File: config.mk
export PLATFORM = sky130hd
export DESIGN_NAME = ptp_receive_timestamp_filter
export DESIGN_NICKNAME = d
export VERILOG_FILES = /design/src/verilog/ptp_rx_filter_pkg.sv /design/src/verilog/ptp_receive_timestamp_filter.sv /design/src/verilog/dest_address_match.sv
export SDC_FILE = /design/constraint.sdc
export NUM_CORES = 1
export LEC_CHECK = 0
export ABC_AREA = 1
export ABC_CLOCK_PERIOD_IN_PS = 1650
export BUFFER_PORTS_ARGS = -buffer_cell sky130_fd_sc_hd__buf_2
export CAP_MARGIN = 20
export CORE_MARGIN = 2
export CORE_UTILIZATION = 54
export CTS_CLUSTER_DIAMETER = 80
export DETAILED_ROUTE_END_ITERATION = 7
export PLACE_DENSITY = 0.81
export SLEW_MARGIN = 20
export SYNTH_ARGS = -nofsm -noshare
export SYNTH_HDL_FRONTEND = slang
export SYNTH_SLANG_ARGS = --single-unit
File: constraint.sdc
create_clock -name clk -period 1.65 [get_ports clk]
set_input_delay 0.165 -clock clk [delete_from_list [all_inputs] [get_ports clk]]
set_output_delay 0.165 -clock clk [all_outputs]
set_load 0.01 [all_outputs]
File: src/verilog/ptp_rx_filter_pkg.sv
// Purpose: Shared constants and types of the receive timestamp filter
// Assumes: 32-bit APB, register index times four gives the byte address
// Notes: All configuration resets to zero
package ptp_rx_filter_pkg;
  localparam int unsigned AW = 12;
  localparam logic [7:0] IDX_CONFIG = 8'h19;
  localparam logic [7:0] IDX_FIRST_OCTET = 8'h1A;
  localparam logic [7:0] IDX_ADDR_HALF = 8'h1B;
  localparam logic [7:0] IDX_EXT = 8'h1C;
  localparam logic [7:0] IDX_STATUS = 8'h1E;
  localparam logic [AW-1:0] ADDR_CONFIG = {2'b00, IDX_CONFIG, 2'b00};
  localparam logic [AW-1:0] ADDR_FIRST_OCTET = {2'b00, IDX_FIRST_OCTET, 2'b00};
  localparam logic [AW-1:0] ADDR_ADDR_HALF = {2'b00, IDX_ADDR_HALF, 2'b00};
  localparam logic [AW-1:0] ADDR_EXT = {2'b00, IDX_EXT, 2'b00};
  localparam logic [AW-1:0] ADDR_STATUS = {2'b00, IDX_STATUS, 2'b00};
  // Config bit positions
  localparam int unsigned BIT_DOMAIN_EN = 15;
  localparam int unsigned BIT_ALT_SKIP = 14;
  localparam int unsigned BIT_HALF_SEL = 13;
  localparam int unsigned BIT_CUSTOM_EN = 12;
  localparam int unsigned BIT_SLAVE_ONLY = 11;
  localparam int unsigned STD_MC_LSB = 8;
  localparam int unsigned BIT_ETH_EN = 7;
  localparam int unsigned BIT_UDP6_EN = 6;
  localparam int unsigned BIT_UDP4_EN = 5;
  localparam int unsigned VER_LSB = 1;
  localparam int unsigned BIT_CAPTURE_EN = 0;
  localparam int unsigned MASK_LSB = 8;
  localparam int unsigned VALUE_LSB = 0;
  // Reset values
  localparam logic [15:0] CONFIG_RST = 16'h0000;
  localparam logic [15:0] FIRST_OCTET_RST = 16'h0000;
  localparam logic [31:0] ADDR_RST = 32'h0000_0000;
  localparam logic [7:0] DOMAIN_RST = 8'h00;
  // Standard multicast groups, IPv4 whole and IPv6 low 16 bits
  localparam logic [31:0] V4_PRIMARY = 32'hE000_0181;
  localparam logic [31:0] V4_ALT_FIRST = 32'hE000_0182;
  localparam logic [31:0] V4_ALT_LAST = 32'hE000_0184;
  localparam logic [31:0] V4_PEER = 32'hE000_006B;
  localparam logic [15:0] V6_PRIMARY = 16'h0181;
  localparam logic [15:0] V6_ALT_FIRST = 16'h0182;
  localparam logic [15:0] V6_ALT_LAST = 16'h0184;
  localparam logic [15:0] V6_PEER = 16'h006B;
  localparam logic [7:0] DELAY_REQ_CTRL = 8'h01;
  typedef enum logic [3:0] {
    ENC_NONE = 4'b0001,
    ENC_ETH = 4'b0010,
    ENC_UDP4 = 4'b0100,
    ENC_UDP6 = 4'b1000
  } encap_t;
endpackage

File: src/verilog/ptp_receive_timestamp_filter.sv
// Purpose: Decides whether a received timing event message earns a timestamp
// Assumes: Message fields arrive parsed, one message per msg_valid pulse
// Notes: APB slave, zero wait states, registers at four times their index
//////////////////////////////////////////////////////////////////////////////
// What this block does
// - Domain enable requires domain number match
// - Alternate flag set skips timestamp when enabled
// - Half select steers address data writes
// - Custom address enable matches programmed destination
// - Slave only rejects control field one
// - Three enables for standard multicast groups
// - Bit 7 detects Ethernet carried messages
// - Bit 6 detects UDP over IPv6
// - Bit 5 detects UDP over IPv4
// - Version field restricts capture, zero disables
// - Capture only while receive enable set
// - First octet compared under mask bits
// - All zero mask disables octet filter
// - Address data read returns selected half
// - Domain value byte, resets to zero
//////////////////////////////////////////////////////////////////////////////
//
// Register access over APB was chosen for this implementation.
`timescale 1ns/1ns
module ptp_receive_timestamp_filter (
  input wire logic clk,
  input wire logic rst,
  input wire logic psel,
  input wire logic penable,
  input wire logic pwrite,
  input wire logic [ptp_rx_filter_pkg::AW-1:0] paddr,
  input wire logic [31:0] pwdata,
  output logic pready,
  output logic [31:0] prdata,
  output logic pslverr,
  input wire logic msg_valid,
  input wire ptp_rx_filter_pkg::encap_t msg_encap,
  input wire logic [7:0] msg_first_octet,
  input wire logic [3:0] msg_version,
  input wire logic [7:0] msg_domain,
  input wire logic msg_alt_master,
  input wire logic [7:0] msg_control,
  input wire logic [31:0] msg_dst_addr,
  output logic capture,
  output logic reject
);
  import ptp_rx_filter_pkg::*;

  //////////////////////////////////////////////////////////////////////////
  // Register state
  logic [15:0] config_q;
  logic [15:0] octet_q;
  logic [31:0] ip_addr_q;
  logic [7:0] domain_q;
  logic [7:0] cap_count_q;
  logic last_pass_q;
  logic capture_q;
  logic reject_q;
  logic [31:0] prdata_q;
  logic [31:0] rdata_d;
  logic mapped;
  logic access;
  logic wr_en;

  logic [3:0] ver_sel;
  logic [7:0] oct_mask;
  logic [7:0] oct_value;
  assign ver_sel = config_q[VER_LSB +: 4];
  assign oct_mask = octet_q[MASK_LSB +: 8];
  assign oct_value = octet_q[VALUE_LSB +: 8];

  //////////////////////////////////////////////////////////////////////////
  // APB slave
  always_comb begin
    mapped = 1'b1;
    rdata_d = 32'h0000_0000;
    unique case (paddr)
      ADDR_CONFIG: rdata_d[15:0] = config_q;
      ADDR_FIRST_OCTET: rdata_d[15:0] = octet_q;
      ADDR_ADDR_HALF: begin
        // Reads follow the current half select
        rdata_d[15:0] = config_q[BIT_HALF_SEL] ? ip_addr_q[15:0] : ip_addr_q[31:16];
      end
      ADDR_EXT: rdata_d[7:0] = domain_q;
      ADDR_STATUS: rdata_d[15:0] = {cap_count_q, 7'h00, last_pass_q};
      default: mapped = 1'b0;
    endcase
  end

  assign access = psel && penable;
  assign pready = access;
  assign pslverr = access && !mapped;
  assign wr_en = access && pwrite && mapped;
  assign prdata = prdata_q;

  // Read data latched in setup so it leaves a flip-flop in the access phase
  always_ff @(posedge clk) begin
    if (rst) begin
      prdata_q <= 32'h0000_0000;
    end else if (psel && !penable) begin
      prdata_q <= pwrite ? 32'h0000_0000 : rdata_d;
    end
  end

  always_ff @(posedge clk) begin
    if (rst) begin
      config_q <= CONFIG_RST;
    end else if (wr_en && paddr == ADDR_CONFIG) begin
      config_q <= pwdata[15:0];
    end
  end

  always_ff @(posedge clk) begin
    if (rst) begin
      octet_q <= FIRST_OCTET_RST;
    end else if (wr_en && paddr == ADDR_FIRST_OCTET) begin
      octet_q <= pwdata[15:0];
    end
  end

  // Upper half holds the earlier dotted octets
  always_ff @(posedge clk) begin
    if (rst) begin
      ip_addr_q <= ADDR_RST;
    end else if (wr_en && paddr == ADDR_ADDR_HALF) begin
      if (config_q[BIT_HALF_SEL]) begin
        ip_addr_q[15:0] <= pwdata[15:0];
      end else begin
        ip_addr_q[31:16] <= pwdata[15:0];
      end
    end
  end

  // Other bits of the extended register are not kept and read as zero
  always_ff @(posedge clk) begin
    if (rst) begin
      domain_q <= DOMAIN_RST;
    end else if (wr_en && paddr == ADDR_EXT) begin
      domain_q <= pwdata[7:0];
    end
  end

  //////////////////////////////////////////////////////////////////////////
  // Message checks
  logic is_udp;
  logic addr_hit;
  logic encap_ok;
  logic addr_ok;
  logic ver_ok;
  logic dom_ok;
  logic alt_ok;
  logic ctl_ok;
  logic oct_ok;
  logic pass_all;
  logic [7:0] oct_miss;

  assign is_udp = msg_encap == ENC_UDP4 || msg_encap == ENC_UDP6;

  dest_address_match dest_address_match_inst (
    .is_v6(msg_encap == ENC_UDP6),
    .dst_addr(msg_dst_addr),
    .std_enables(config_q[STD_MC_LSB +: 3]),
    .custom_en(config_q[BIT_CUSTOM_EN]),
    .custom_addr(ip_addr_q),
    .hit(addr_hit)
  );

  // Only masked bit positions may miss
  genvar gi;
  generate
    for (gi = 0; gi < 8; gi++) begin : g_oct
      assign oct_miss[gi] = oct_mask[gi] && (msg_first_octet[gi] != oct_value[gi]);
    end
  endgenerate

  always_comb begin
    encap_ok = (msg_encap == ENC_ETH && config_q[BIT_ETH_EN])
      || (msg_encap == ENC_UDP6 && config_q[BIT_UDP6_EN])
      || (msg_encap == ENC_UDP4 && config_q[BIT_UDP4_EN]);
    // Ethernet carried messages have no IP address to filter
    addr_ok = !is_udp || addr_hit;
    ver_ok = ver_sel == 4'h0 || msg_version == ver_sel;
    dom_ok = !config_q[BIT_DOMAIN_EN] || msg_domain == domain_q;
    alt_ok = !(config_q[BIT_ALT_SKIP] && msg_alt_master);
    ctl_ok = !(config_q[BIT_SLAVE_ONLY] && msg_control == DELAY_REQ_CTRL);
    oct_ok = oct_miss == 8'h00;
    pass_all = config_q[BIT_CAPTURE_EN] && encap_ok && addr_ok && ver_ok
      && dom_ok && alt_ok && ctl_ok && oct_ok;
  end

  //////////////////////////////////////////////////////////////////////////
  // Decision outputs
  always_ff @(posedge clk) begin
    if (rst) begin
      capture_q <= 1'b0;
      reject_q <= 1'b0;
    end else begin
      capture_q <= msg_valid && pass_all;
      reject_q <= msg_valid && !pass_all;
    end
  end

  // Counter wraps; software reads differences
  always_ff @(posedge clk) begin
    if (rst) begin
      cap_count_q <= 8'h00;
      last_pass_q <= 1'b0;
    end else if (msg_valid) begin
      last_pass_q <= pass_all;
      if (pass_all) begin
        cap_count_q <= cap_count_q + 8'h01;
      end
    end
  end

  assign capture = capture_q;
  assign reject = reject_q;
endmodule // ptp_receive_timestamp_filter

File: src/verilog/dest_address_match.sv
// Purpose: Destination address filter for UDP carried timing messages
// Assumes: IPv6 groups are told apart by the low 16 address bits
// Notes: Purely combinational
`timescale 1ns/1ns
module dest_address_match (
  input wire logic is_v6,
  input wire logic [31:0] dst_addr,
  input wire logic [2:0] std_enables,
  input wire logic custom_en,
  input wire logic [31:0] custom_addr,
  output logic hit
);
  import ptp_rx_filter_pkg::*;
  logic [2:0] std_hit;
  logic [15:0] low;
  always_comb begin
    low = dst_addr[15:0];
    if (is_v6) begin
      std_hit[0] = low == V6_PRIMARY;
      std_hit[1] = low >= V6_ALT_FIRST && low <= V6_ALT_LAST;
      std_hit[2] = low == V6_PEER;
    end else begin
      std_hit[0] = dst_addr == V4_PRIMARY;
      std_hit[1] = dst_addr >= V4_ALT_FIRST && dst_addr <= V4_ALT_LAST;
      std_hit[2] = dst_addr == V4_PEER;
    end
    hit = |(std_hit & std_enables) || (custom_en && dst_addr == custom_addr);
  end
endmodule // dest_address_match

# Word-level counts from Yosys, hierarchy flattened

Index checks and enable logic that the tools add are counted.
Widths: inputs -> output; s select.

Magnitude comparators: 4
Equality and inequality tests: 24
Mux-type cells: 6
Bitwise gates (word level): 2
Add/sub/neg operators: 1
Reduce and logical (&&, ||, !) cells: 55

Operators with widths:

| cell                 | count |
|---|---|
| $eq 32x32->1 const B | 2 |
| $eq 12x7->1 const B  | 5 |
| $pmux 8 s5           | 1 |
| $logic_and 1x1->1    | 34 |
| $eq 32x32->1         | 1 |
| $ge 32x32->1 const B | 1 |
| $le 32x32->1 const B | 1 |
| $mux 16              | 2 |
| $pmux 8 s4           | 1 |
| $eq 16x7->1 const B  | 1 |
| $eq 16x9->1 const B  | 1 |
| $ge 16x9->1 const B  | 1 |
| $le 16x9->1 const B  | 1 |
| $add 8x1->8 const B  | 1 |
| $eq 8x1->1 const B   | 1 |
| $eq 8x8->1           | 1 |
| $logic_not 8->1      | 1 |
| $ne 1x1->1           | 8 |
| $logic_not 1->1      | 7 |
| $logic_or 1x1->1     | 7 |
| $reduce_and 2->1     | 3 |
| $reduce_or 5->1      | 1 |
| $eq 4x2->1 const B   | 1 |
| $eq 4x3->1 const B   | 1 |
| 8 further kinds      | 8 |

Flip-flop bits (word level): 115
Output and inout port bits: 36
Logic and storage cells: 102

# Depth between registers and ports, before layout

Word-level depth: 15
Mapped depth: 15
Gate-level depth less buffers: 14

# By module

A second synthesis with hierarchy kept.

Cell total of the unflattened synthesis: 1092
Area, all modules: 6281.0 sq um

Modules (own cells, without submodules):

| module                       | sequential area each (sq um) | instances | area each (sq um) | cells an instance |
|---|---|---|---|---|
| ptp_receive_timestamp_filter | 1981.9                       | 1         | 5315.1            | 878 |
| dest_address_match           | 0.0                          | 1         | 965.9             | 214 |

# Worst setup path after synthesis

No wires, ideal clock.

Path type: in2reg
Start point: input port paddr[11] (netlist bit)
End point: register octet_q[1]
Path buffers: 2
Library setup time: 0.117 ns
Setup slack: 0.146 ns
Stages: 11
Data arrival time: 1.387 ns
Cell sequence: nor2_2 -> nand2_2 -> nor2_4 -> nand2_1 -> or2_1 -> buf_6 -> nand3_4 -> nand4_4 -> buf_4 -> o21ai_1 -> a21oi_1

Word-level cells in the longest chain between the ends: 5

Ends and longest elaborated chain:

| item                                  | line                                                                    | RTL |
|---|---|---|
| start, declared                       | ptp_receive_timestamp_filter.sv:31                                      | `input wire logic [ptp_rx_filter_pkg::AW-1:0] paddr,` |
| $eq 12x7->1, on equally long branches | ptp_receive_timestamp_filter.sv:77, ptp_receive_timestamp_filter.sv:116 |  |
| $reduce_or 5->1 (no line)             | n/a                                                                     |  |
| $mux 1                                | ptp_receive_timestamp_filter.sv:77                                      | `unique case (paddr)` |
| $logic_and 1x1->1                     | ptp_receive_timestamp_filter.sv:93                                      | `assign wr_en = access && pwrite && mapped;` |
| $logic_and 1x1->1 (*)                 | ptp_receive_timestamp_filter.sv:116                                     | `end else if (wr_en && paddr == ADDR_FIRST_OCTET) begin` |
| end signal, assigned                  | ptp_receive_timestamp_filter.sv:117                                     | `octet_q <= pwdata[15:0];` |
| end, declared                         | ptp_receive_timestamp_filter.sv:52                                      | `logic [15:0] octet_q;` |

Mark *: on every way between the ends. The rest lies on a longest branch, timed or not.
A chain may end at the register's enable or synchronous reset.

# Worst setup path after layout

Start point: register config_q[7]
End point: register cap_count_q[3]

Word-level cells in the longest chain between the ends: 11

Ends and longest elaborated chain:

| item                            | line                                | RTL |
|---|---|---|
| start, declared                 | ptp_receive_timestamp_filter.sv:51  | `logic [15:0] config_q;` |
| start signal, assigned          | ptp_receive_timestamp_filter.sv:109 | `config_q <= pwdata[15:0];` |
| $logic_and 1x1->1               | ptp_receive_timestamp_filter.sv:177 | `encap_ok = (msg_encap == ENC_ETH && config_q[BIT_ETH_EN])` |
| $logic_or 1x1->1                | ptp_receive_timestamp_filter.sv:178 | `\|\| (msg_encap == ENC_UDP6 && config_q[BIT_UDP6_EN])` |
| $logic_or 1x1->1                | ptp_receive_timestamp_filter.sv:179 | `\|\| (msg_encap == ENC_UDP4 && config_q[BIT_UDP4_EN]);` |
| $logic_and 1x1->1 (3 in series) | ptp_receive_timestamp_filter.sv:187 | `pass_all = config_q[BIT_CAPTURE_EN] && encap_ok && addr_ok && ver_ok` |
| $logic_and 1x1->1 (4 in series) | ptp_receive_timestamp_filter.sv:188 | `&& dom_ok && alt_ok && ctl_ok && oct_ok;` |
| $reduce_and 2->1 (no line)      | n/a                                 |  |
| end signal, assigned            | ptp_receive_timestamp_filter.sv:211 | `cap_count_q <= cap_count_q + 8'h01;` |
| end, declared                   | ptp_receive_timestamp_filter.sv:55  | `logic [7:0] cap_count_q;` |

Every way passes these cells.

==> Implementation_results.wiki <==
{| class="wikitable"
! Metric !! Value
|-
| Post-layout instance area || 7570 um^2
|-
| CP Launch Type || register
|-
| Maximum cell stage delay along the critical path || 0.35 ns
|-
| Via density || 5.38
|-
| Synth-to-Final Area Change || 27.4%
|-
| Clock latency on the worst-skew pair || 0.38 ns
|-
| R2R Path End || cap_count_q[3]
|-
| Number of buffers and inverters on the critical path || 3
|-
| MaxCap Viol Count || 0
|-
| TritonCTS clock tree || built
|-
| Filler-free cell count of the finished design || 1270
|-
| Overall die area || 11900 um^2
|-
| Number of max-slew violations in the final report || 0
|-
| CTS root buffer || sky130_fd_sc_hd__clkbuf_8
|-
| TritonCTS buffer count || 9
|-
| Routed Antenna Nets || 0
|-
| Start of the worst register-to-register path || config_q[7]
|-
| Number of enable flip-flop cells after synthesis || 0
|-
| Placed wire-length estimate || 14.6 mm
|-
| Horiz. Die Dim || 109 um
|-
| Synthesized area per cell || 6.24 um^2
|-
| Clk pin slew, worst setup/hold paths || 0.10 ns
|-
| Initial core utilization || 0.551
|-
| Deepest level of the CTS H-tree || 3
|-
| GRT Util Overall || 0.327
|-
| Count of different cell masters after synthesis || 41
|-
| Slowest-stage cell, CP || sky130_fd_sc_hd__dfxtp_2
|-
| RD Place Congestion || 0.958
|-
| Peak supply drop || 0.528 mV
|-
| Power after layout || 4.79 mW
|-
| Clock sinks || 99
|-
| Std-Cell Rows || 38
|-
| Async SR Flop Fraction || 0
|-
| Worst hold path stage count || 3
|-
| Peak fanout along the critical path || 5
|-
| Capturing element type of the critical path || register
|-
| Worst path cell trace || inv_2 > nor2_1 > nand4_1 > o21ai_1 > nor2_2 > nand3b_1 > nor2_4 > buf_6 > nand3_1 > nand2_1 > inv_1 > nor2_1
|-
| Number of placed instances with taps included || 1250
|-
| DR vias || 6833
|-
| Cell count after synthesis || 953
|-
| Time the worst path needs with I/O delays and setup || 1.65 ns
|-
| Placeable core region || 10800 um^2
|-
| Worst-case reg-to-reg path depth || 12
|-
| # nets final || 1242
|-
| FF-to-FF setup slack || 0.0009 ns
|-
| Final setup violation count || 0
|-
| Most common flop cell mapped by yosys || sky130_fd_sc_hd__dfxtp_1
|-
| RSZ-0062 raised after global routing || yes
|-
| Leakage power total || 3.57 nW
|-
| Final period util || 0.999
|-
| Worst Clk Skew || 0.00978 ns
|-
| Yosys warning total || 0
|-
| Hold Crit Class || primary input to register
|-
| Via count of the first global-routing pass || 6020
|-
| Commonest non-fill, non-tap cells in the layout || 241 x sky130_fd_sc_hd__nand2_1, 122 x sky130_fd_sc_hd__inv_1, 118 x sky130_fd_sc_hd__buf_2, 91 x sky130_fd_sc_hd__nor2_1, 89 x sky130_fd_sc_hd__a21oi_1
|-
| Post-synthesis sequential area ratio || 0.333
|-
| Number of top-level pins || 151
|-
| CP required || 1.96 ns
|-
| First-pass detailed-route iteration total || 6
|-
| Antenna diode instance count || 0
|-
| Overall routed net length || 19.4 mm
|-
| Global-route wire length before repair || 29.5 mm
|-
| Critical path class || register to register
|-
| Wire length per cell || 15.2 um
|-
| Total count of hold-check failures in the final report || 0
|-
| Arrival time at the worst endpoint || 1.96 ns
|-
| Pwr/cell area || 632 nW/um^2
|-
| Fraction of final layout cells with drive strength greater than 1 || 0.288
|-
| Max Freq || 606 MHz
|-
| Y dimension of the die || 109 um
|-
| Summed instance area of the synthesized netlist || 5950 um^2
|-
| Total grt overflow || 0
|-
| CP delay by family, top || simple AND/OR/NAND/NOR gates
|-
| Cell Area, Placed || 7100 um^2
|-
| Cell with the most instances on the worst path || sky130_fd_sc_hd__nor2_1
|-
| Total DRC errors in the routed layout || 0
|-
| Maximum number of buffers from clock root to sink || 2
|-
| Antenna violations before repair || 0
|-
| Maximum number of pins on one net before global-route repair || 67
|-
| End of the worst hold path || config_q[13]
|-
| Most common library cell in the layout ignoring fill and taps || sky130_fd_sc_hd__nand2_1
|-
| Total of flip-flops plus latches after synthesis || 99
|-
| Violation count after the first detailed-routing iteration || 853
|-
| Number of I/O port buffers || 118
|-
| Run status || completed
|-
| Start point of the worst hold path || pwdata[13]
|}
-- worst max-delay path by stage --
stage                      from              to  slack (ns)  cells past startpoint
5_1_grt           ip_addr_q[18]  cap_count_q[0]       -0.11                     14
3_5_place_dp   msg_dst_addr[10]  cap_count_q[1]       -0.12                     14
6_report            config_q[7]  cap_count_q[3]      0.0009                     12
2_1_floorplan         paddr[11]      octet_q[1]        0.15                     11
4_1_cts           ip_addr_q[27]          reject       -0.01                     10
3_3_place_gp   msg_dst_addr[10]  cap_count_q[1]       -0.09                     14
-- per-layer routing --
metal | part of all wire | GRT usage
met1 | 0.43 | 0.454
met2 | 0.44 | 0.504
met3 | 0.10 | 0.0663
met4 | 0.033 | 0.116
met5 | 0 | 0
-- through the flow --
stage                     setup WS, ns  TNS [ns]  hold WS (ns)   util
after global routing            -0.113    -0.656        0.0553  0.702
after CTS                      -0.0109   -0.0192        0.0584  0.684
final                         0.000877         0        0.0630  0.702
after floorplan                  0.146         0         0.300      -
after detailed placement        -0.120     -2.76         0.454  0.658
after global placement         -0.0936     -1.31         0.450  0.658
-- sequential cells by signal, summed over array words and instances, names as in the netlist --
register     count
ip_addr_q       32
domain_q         8
config_q        16
prdata          16
octet_q         16
reject           1
cap_count_q      8
last_pass_q      1
capture          1
-- synthesized netlist by cell type, drive strengths merged, types with 3 or more instances --
master	number	share of area
a21oi	91	0.077
buf	34	0.042
clkbuf	16	0.010
dfxtp	99	0.33
inv	148	0.093
nand2	253	0.16
nand3	41	0.039
nand4	21	0.027
nor2	108	0.076
nor3	8	0.0095
o2111ai	4	0.0059
o21ai	88	0.074
o22ai	6	0.0063
o31ai	3	0.0038
or2	8	0.0084
xnor2	7	0.010
xor2	3	0.0044
-- area by class of cell --
type                            count  area, um^2
Multi-Input combinational cell    670        3280
Sequential cell                    99        2030
Timing Repair Buffer              196        1270
Tap cell                          140         175
Inverter                          150         569
Clock inverter                      4        98.8
Fill cell                         944        3220
Clock buffer                       11         141
-- where the power goes --
part           total [mW]  leakage (nW)  switching (mW)  internal, mW
clock network        1.91         0.120           0.870          1.04
logic               0.493          2.63           0.303         0.190
registers            2.38         0.816        0.000742          2.38
-- repair_timing --
action                                  CTS  global route
resized for setup                        10            88
hold buffers                              0             0
buffers inserted                          1             3
endpoints found under the setup margin   11            12
pin swaps                                 3            27
cloned                                    0             1
-- worst reg2reg max path, cell delays in order (launching register included) --
cell,delay [ns]
sky130_fd_sc_hd__dfxtp_2,0.35
sky130_fd_sc_hd__inv_2,0.05
sky130_fd_sc_hd__nor2_1,0.08
sky130_fd_sc_hd__nand4_1,0.09
sky130_fd_sc_hd__o21ai_1,0.11
sky130_fd_sc_hd__nor2_2,0.09
sky130_fd_sc_hd__nand3b_1,0.20
sky130_fd_sc_hd__nor2_4,0.19
sky130_fd_sc_hd__buf_6,0.15
sky130_fd_sc_hd__nand3_1,0.09
sky130_fd_sc_hd__nand2_1,0.08
sky130_fd_sc_hd__inv_1,0.03
sky130_fd_sc_hd__nor2_1,0.09
-- cells by family after synthesis --
group | after synthesis | synth area share
other | 1 | 0.000631
and+or+nand+nor | 446 | 0.331
DFF | 99 | 0.333
adders and majority gates | 1 | 0.00210
xor gates and xnor gates | 10 | 0.0147
AOI/OAI and AO/OA | 196 | 0.172
buffers and inverters | 200 | 0.146
No activity file was read; power rests on OpenSTA's default activity.
